$ cat src/rtl/sbc_defs.svh
// constants for the single/block cycle bus ends
`ifndef SBC_DEFS_SVH
`define SBC_DEFS_SVH
`define SBC_ADR_W 16
`define SBC_DAT_W 32
`define SBC_SEL_W 4
`define SBC_TAG_W 4
`define SBC_MEM_DEPTH 16
`define SBC_MEM_AW 4
`define SBC_BUF_DEPTH 2
`endif

$ cat src/rtl/sbc_pkg.sv
// types shared by the bus ends
`include "sbc_defs.svh"
package sbc_pkg;
   typedef logic [`SBC_ADR_W-1:0] sbc_adr_t;
   typedef logic [`SBC_DAT_W-1:0] sbc_dat_t;
   typedef logic [`SBC_SEL_W-1:0] sbc_sel_t;
   typedef logic [`SBC_TAG_W-1:0] sbc_tag_t;
   typedef enum logic [2:0] {
      SBC_IDLE = 3'b001,
      SBC_HOLD = 3'b010,
      SBC_XFER = 3'b100
   } sbc_mst_e;
endpackage : sbc_pkg

$ cat src/rtl/sbc_if.sv
// bus signals between master and slave ends
`timescale 1ns/1ps
`include "sbc_defs.svh"
interface sbc_if (
   input wire logic clk,
   input wire logic rst
);
   logic cyc;
   logic stb;
   logic we;
   sbc_pkg::sbc_adr_t adr;
   sbc_pkg::sbc_sel_t sel;
   sbc_pkg::sbc_dat_t dat_m2s;
   sbc_pkg::sbc_dat_t dat_s2m;
   sbc_pkg::sbc_tag_t tag_m2s;
   sbc_pkg::sbc_tag_t tag_s2m;
   logic ack;
   logic err;
   logic rty;
   modport master (input clk, rst, ack, err, rty, dat_s2m, tag_s2m,
      output cyc, stb, we, adr, sel, dat_m2s, tag_m2s);
   modport slave (input clk, rst, cyc, stb, we, adr, sel, dat_m2s, tag_m2s,
      output ack, err, rty, dat_s2m, tag_s2m);
endinterface : sbc_if

$ cat src/rtl/sbc_buf.sv
// two-entry valid/ready buffer
`timescale 1ns/1ps
`include "sbc_defs.svh"
module sbc_buf #(
   parameter int W = 8
) (
   // clock and reset
   input wire logic clk,
   input wire logic rstn,
   // fill side
   input wire logic in_valid,
   output logic in_ready,
   input wire logic [W-1:0] in_data,
   // drain side
   output logic out_valid,
   input wire logic out_ready,
   output logic [W-1:0] out_data
);
   logic [W-1:0] mem_ff [`SBC_BUF_DEPTH];
   logic rd_ff;
   logic wr_ff;
   logic [1:0] cnt_ff;
   wire push = in_valid && in_ready;
   wire pop = out_valid && out_ready;
   assign in_ready = (cnt_ff != 2'd2);
   assign out_valid = (cnt_ff != 2'd0);
   assign out_data = mem_ff[rd_ff];
   always_ff @(posedge clk or negedge rstn) begin
      if (!rstn) begin
         rd_ff <= 1'b0;
         wr_ff <= 1'b0;
         cnt_ff <= 2'd0;
      end else begin
         if (push) wr_ff <= ~wr_ff;
         if (pop) rd_ff <= ~rd_ff;
         cnt_ff <= cnt_ff + {1'b0, push} - {1'b0, pop};
      end
   end
   always_ff @(posedge clk) begin
      if (push) mem_ff[wr_ff] <= in_data;
   end
endmodule : sbc_buf

$ cat src/rtl/sbc_slave.sv
// slave end: small memory with combinational ack and read-data buffer
// Summary of operation
// - master reads with we low, cyc, stb
// - master writes with we high, cyc, stb
// - slave drives valid read data with ack
// - slave stores write data on acked edge
// - slave may add unbounded wait states
// - master takes read data on acked edge
// - single cycle ends dropping stb, cyc together
// - cyc held high through whole block
// - cyc may lead or trail stb
// - one transfer per clock in blocks; reads here ack only every second clock, as the buffer refills from empty
// - master inserts waits by dropping stb
// - ack falls whenever stb is low
// - slave may stall between block transfers
// - block ends dropping stb, cyc at last ack
// - cyc asserted by first acked edge
// - supported cycle types follow their timing
// - never more than one terminator at once
// - terminators follow stb combinationally
`timescale 1ns/1ps
`include "sbc_defs.svh"
module sbc_slave (
   // bus
   sbc_if.slave bus,
   // clock and reset
   input wire logic clk,
   input wire logic rstn,
   // user side
   input wire logic stall,
   output logic wr_seen_ff,
   output logic [`SBC_ADR_W-1:0] wr_adr_ff
);
   sbc_pkg::sbc_dat_t mem_ff [`SBC_MEM_DEPTH];
   logic rd_valid;
   logic rd_ready;
   sbc_pkg::sbc_dat_t rd_data;
   logic in_ready;
   wire [`SBC_MEM_AW-1:0] idx = bus.adr[`SBC_MEM_AW+1:2];
   wire req = bus.cyc && bus.stb;
   // reads go through the buffer so a read word is fetched before it is acked
   wire rd_fill = req && !bus.we && !stall;
   wire wr_ok = req && bus.we && !stall;
   assign rd_ready = req && !bus.we && !stall;
   // ack rides on stb combinationally; only a read word already buffered may answer
   assign bus.ack = wr_ok || (rd_ready && rd_valid);
   assign bus.err = 1'b0;
   assign bus.rty = 1'b0;
   assign bus.dat_s2m = rd_data;
   assign bus.tag_s2m = bus.tag_m2s;
   // buffer is refilled only from an empty state, so stale words never answer
   wire fill_now = rd_fill && !rd_valid && in_ready;
   sbc_buf #(.W(`SBC_DAT_W)) u_rdbuf (
      .clk(clk),
      .rstn(rstn),
      .in_valid(fill_now),
      .in_ready(in_ready),
      .in_data(mem_ff[idx]),
      .out_valid(rd_valid),
      .out_ready(rd_ready),
      .out_data(rd_data)
   );
   always_ff @(posedge clk) begin
      if (wr_ok) begin
         for (int b = 0; b < `SBC_SEL_W; b++) begin
            if (bus.sel[b]) mem_ff[idx][8*b +: 8] <= bus.dat_m2s[8*b +: 8];
         end
      end
   end
   always_ff @(posedge clk or negedge rstn) begin
      if (!rstn) begin
         wr_seen_ff <= 1'b0;
         wr_adr_ff <= '0;
      end else begin
         wr_seen_ff <= wr_ok;
         if (wr_ok) wr_adr_ff <= bus.adr;
      end
   end
endmodule : sbc_slave

$ cat src/flat_wrapper.sv
// flat-port wrapper written by rule: the top's interface ports become plain ports
module sbc_slave_flat 
  (clk, rstn, stall, wr_seen_ff, wr_adr_ff, rst, bus_cyc, bus_stb, bus_we, bus_adr, bus_sel, bus_dat_m2s, bus_tag_m2s, bus_ack, bus_err, bus_rty, bus_dat_s2m, bus_tag_s2m);
  sbc_if bus_i (.clk(clk), .rst(rst));
  input wire logic clk;
  input wire logic rstn;
  input wire logic stall;
  output logic wr_seen_ff;
  output logic [`SBC_ADR_W-1:0] wr_adr_ff;
  input wire logic rst;
  input wire logic [$bits(bus_i.cyc)-1:0] bus_cyc;
  input wire logic [$bits(bus_i.stb)-1:0] bus_stb;
  input wire logic [$bits(bus_i.we)-1:0] bus_we;
  input wire logic [$bits(bus_i.adr)-1:0] bus_adr;
  input wire logic [$bits(bus_i.sel)-1:0] bus_sel;
  input wire logic [$bits(bus_i.dat_m2s)-1:0] bus_dat_m2s;
  input wire logic [$bits(bus_i.tag_m2s)-1:0] bus_tag_m2s;
  output wire logic [$bits(bus_i.ack)-1:0] bus_ack;
  output wire logic [$bits(bus_i.err)-1:0] bus_err;
  output wire logic [$bits(bus_i.rty)-1:0] bus_rty;
  output wire logic [$bits(bus_i.dat_s2m)-1:0] bus_dat_s2m;
  output wire logic [$bits(bus_i.tag_s2m)-1:0] bus_tag_s2m;
  assign bus_i.cyc = bus_cyc;
  assign bus_i.stb = bus_stb;
  assign bus_i.we = bus_we;
  assign bus_i.adr = bus_adr;
  assign bus_i.sel = bus_sel;
  assign bus_i.dat_m2s = bus_dat_m2s;
  assign bus_i.tag_m2s = bus_tag_m2s;
  assign bus_ack = bus_i.ack;
  assign bus_err = bus_i.err;
  assign bus_rty = bus_i.rty;
  assign bus_dat_s2m = bus_i.dat_s2m;
  assign bus_tag_s2m = bus_i.tag_s2m;
  sbc_slave u_core (.bus(bus_i), .clk(clk), .rstn(rstn), .stall(stall), .wr_seen_ff(wr_seen_ff), .wr_adr_ff(wr_adr_ff));
endmodule
$ cat config.mk
export PLATFORM = sky130hd
export DESIGN_NAME = sbc_slave_flat
export DESIGN_NICKNAME = d
export VERILOG_FILES = /design/src/rtl/sbc_pkg.sv /design/src/rtl/sbc_if.sv /design/src/rtl/sbc_buf.sv /design/src/rtl/sbc_slave.sv /design/src/flat_wrapper.sv
export VERILOG_INCLUDE_DIRS = /design/src /design/src/rtl
export SDC_FILE = /design/constraint.sdc
export NUM_CORES = 1
export LEC_CHECK = 0
export ABC_CLOCK_PERIOD_IN_PS = 8700
export BUFFER_PORTS_ARGS = -buffer_cell sky130_fd_sc_hd__buf_2
export CORE_UTILIZATION = 55
export DETAILED_ROUTE_END_ITERATION = 6
export PLACE_DENSITY = 0.73
export SLEW_MARGIN = 20
export SYNTH_ARGS = -nofsm -noshare
export SYNTH_HDL_FRONTEND = slang
export SYNTH_HIERARCHICAL = 1
export SYNTH_SLANG_ARGS = --single-unit
$ cat constraint.sdc
create_clock -name clk -period 8.7 [get_ports clk]
set_input_delay 1.74 -clock clk [delete_from_list [all_inputs] [get_ports clk]]
set_output_delay 1.74 -clock clk [all_outputs]
set_load 0.02 [all_outputs]
==> results by group <==
Clock network
  • Resized cells post-CTS: 0
  • Clk slew on worst S/H paths: 0.06 ns
  • Clock root buffer: clkbuf_16
  • Hold buffer count at cts: 0
  • CTS H-Tree Depth: 2
  • Clock buffer depth: 3
  • CTS tree: done
  • Clk Latency, worst-skew pair: ~0.59 ns
  • Total CTS buffers: between 50 and 60
  • Total clock sinks: 597
  • Post-CTS setup buffers: 0

Synthesis
  • Mux cell area share after synthesis: between 10% and 20%
  • Adder-Cell Fraction of Synth Area: 0.110%
  • XOR/XNOR Fraction of Synth Area: 0.154%
  • Post-Syn Area: 0.0227 mm²
  • Post-synthesis compound-gate area fraction: approximately 2.1%
  • Simple-gate area share of the yosys netlist: 3.25%
  • Mean Syn Cell Area: 21.1 µm²
  • Mapped Cells: 1078
  • Sequential share of the synthesized area: about 78%
  • Synth Register Bits: 597
  • Largest family of logic cells by synthesized area: multiplexers
  • Yosys cell types: 27
  • Yosys warns: 6

Floorplanning
  • Die X: 205 µm
  • Starting density of the core: 55.7%
  • I/O pins: 119
  • Die area: ~0.042 mm²
  • Die height: 205 µm
  • Core area: 0.0407 mm²
  • # rows: 74

Final layout
  • Commonest non-fill, non-tap cell in the layout: edfxtp_1
  • Area of the multi-input gates: ~0.0046 mm²
  • Fraction of layout cells with a size suffix above 1: 29.3%
  • Syn-to-layout area delta: 12.3%
  • Most frequent cells in the layout: 576 x edfxtp_1, 128 x mux4_2, 105 x buf_2, 99 x nand2_1, 65 x nor2_1
  • FF+latch area: 0.0178 mm²
  • Final #Nets: 1254
  • # fillers: ~2700

GRT
  • First-pass GRT wire length: 65400 µm
  • GRT overflow: 0
  • Number of global-route vias before repair: about 11000
  • GRT Overall Usage: 21.5%
  • Pin count of the biggest net entering global routing: between 60 and 70
  • Initial antenna violation count: 3

Worst setup path
  • Startpoint types: primary input
  • Setup CP Type: in2reg
  • WP data required: 8.90 ns
  • Max FO, Critical Path: 21
  • Crit path DAT: 5.01 ns
  • Crit end category: register

STA
  • Final hold vios: 0
  • RSZ-0062 raised after global routing: false
  • Tightest Pin Transition: 1.10 ns
  • Fmax: between 200 and 250 MHz
  • Final Setup Violations: 0
  • Slew HR: 25.7%
  • Setup TNS: 0 ns
  • Worst Skew: 0.0154 ns
  • Fin crit period: 4.81 ns
  • Final Max Tran Viols: 0
  • Fin crit share: 55.3%
  • Min Hold Slack: 0.469 ns

Pwr
  • Int Power: around 4.7 mW
  • Pwr dens: 235 mW/mm²
  • Comb pwr share: 7.2%
  • Psw: 1.28 mW
  • Share of power burned in registers: 54.0%
  • Power share of the clock group: 38.8%
  • Switching Share: 21.4%
  • Lkg Pwr: 8.28 nW
  • VDD IR-drop max: roughly 0.20 mV

Outcome
  • Outcome: complete, but fails checks
  • Violated checks: DRC

Routing
  • WL/cell: 24.7 µm
  • Met3 WL: a little over 3000 µm
  • Routed Antenna Nets: 0
  • Iter 0 DRT Violations: between 800 and 900
  • Drt via density: ~5.9
  • DR top layer: met5
  • WL met2: around 22000 µm
  • Post-route DRC violation count: 2
  • Met1 WL: 17900 µm
  • Initial DRT Pass Iterations: 7
  • Final wirelength: roughly 44000 µm
  • Vias: 10500

Flow run
  • Max-cap viol count: 0

Place
  • Final HPWL DP: 26500 µm
  • GPL Wtd Cong: 0.736
  • Buffers added on ports: 107

Hold path
  • Worst Hold Class: reg2reg
## state kept, by name, summed over array words and instances, names as in the netlist
name,cells
u_core/mem_ff,512
u_core/u_rdbuf/cnt_ff,2
u_core/u_rdbuf/mem_ff,64
u_core/u_rdbuf/rd_ff,1
u_core/u_rdbuf/wr_ff,1
u_core/wr_adr_ff,16
u_core/wr_seen_ff,1
## Yosys cell counts
master / instances / share of area, %
nand4b_1: 1 / 0.039
or2_1: 1 / 0.028
buf_2: 25 / 0.55
buf_6: 8 / 0.40
ha_1: 2 / 0.11
mux2_2: 32 / 1.6
edfxtp_1: 576 / 76
mux4_2: 128 / 13
dfrtp_1: 21 / 2.3
nor2b_1: 4 / 0.11
conb_1: 1 / 0.017
xnor2_1: 3 / 0.12
clkbuf_1: 21 / 0.35
and2_4: 1 / 0.039
nand3b_1: 1 / 0.033
nand2b_1: 1 / 0.028
nand3_1: 3 / 0.066
inv_1: 2 / 0.033
a22oi_1: 64 / 2.1
and3_1: 1 / 0.028
nand2_1: 99 / 1.6
buf_1: 4 / 0.066
buf_4: 6 / 0.20
and2_1: 1 / 0.028
nor4_1: 4 / 0.11
nor2_1: 67 / 1.1
xor2_1: 1 / 0.039
## metal layers
| layer | up-vias | global-route usage (%) |
|---|---|---|
| met5 | - | 0 |
| met2 | 394 | 34.9 |
| met1 | 5448 | 30.2 |
| met3 | 63 | 3.91 |
| li1 | 4601 | - |
| met4 | 4 | 6.46 |
## through the flow
| step | worst slack, ns | cell area [µm²] | utilization, % | power [mW] | std cells |
|---|---|---|---|---|---|
| after floorplan | 4.74 | 22700 | - | 3.59 | 1079 |
| after global placement | 3.39 | 23700 | 58.1 | 3.73 | 1661 |
| after detailed placement | 3.33 | 23700 | 58.1 | 3.74 | 1661 |
| after CTS | 3.92 | 25400 | 62.4 | 6.06 | 1764 |
| after global routing | 3.78 | 25500 | 62.6 | 6.21 | 1766 |
| final | 3.89 | 25500 | 62.6 | 6.00 | 1767 |
## path summary, 6_finish.rpt
path / depth (start not counted) / endpoint / slack [ns] / start
hold reg to reg: 2 / u_core/wr_adr_ff[5] / 0.47 / u_core/wr_adr_ff[5]
setup reg to reg: 5 / u_core/u_rdbuf/mem_ff[1][22] / 6.45 / u_core/u_rdbuf/cnt_ff[1]
setup / recovery: 5 / u_core/mem_ff[3][7] / 3.89 / stall
min in group asynchronous: 1 / u_core/wr_adr_ff[4] / 1.10 / rstn
max in group asynchronous: 1 / u_core/u_rdbuf/rd_ff / 7.25 / rstn
hold / removal: 2 / u_core/wr_adr_ff[5] / 0.47 / u_core/wr_adr_ff[5]
## kinds of logic (layout without fill, tap and decap cells)
group,count (synthesis),after routing
flops,597,597
simple gates,184,184
mux,160,160
buf+inv,66,221
compound gates,64,64
xor+xnor,4,4
fa+ha+maj,2,2
other cells,1,3
## final cells by class
type / instances / share of cell area (%)
tap: 532 / 2.61
timing repair buffer: 116 / 2.51
clock buffer: 74 / 5.84
inverter: 2 / 0.0294
antenna: 1 / 0.00981
multi-input combinational: 416 / 18.1
sequential: 597 / 69.9
clock inverter: 29 / 1.04
## power groups by stage
stage / Clock, mW / Sequential [mW] / Combinational, mW
floorplan: 0 / 3.28 / 0.311
global route: 2.49 / 3.25 / 0.466
CTS: 2.38 / 3.25 / 0.436
global placement: 0 / 3.31 / 0.427
finish: 2.33 / 3.24 / 0.432
detailed placement: 0 / 3.31 / 0.434
## worst max-delay path, cell delays in order
cell	delay, ns
buf_2	0.10
nand4b_1	0.67
inv_1	0.92
nand2_1	0.54
nor4_2	1.03
Power figures use the tool's default switching activity.
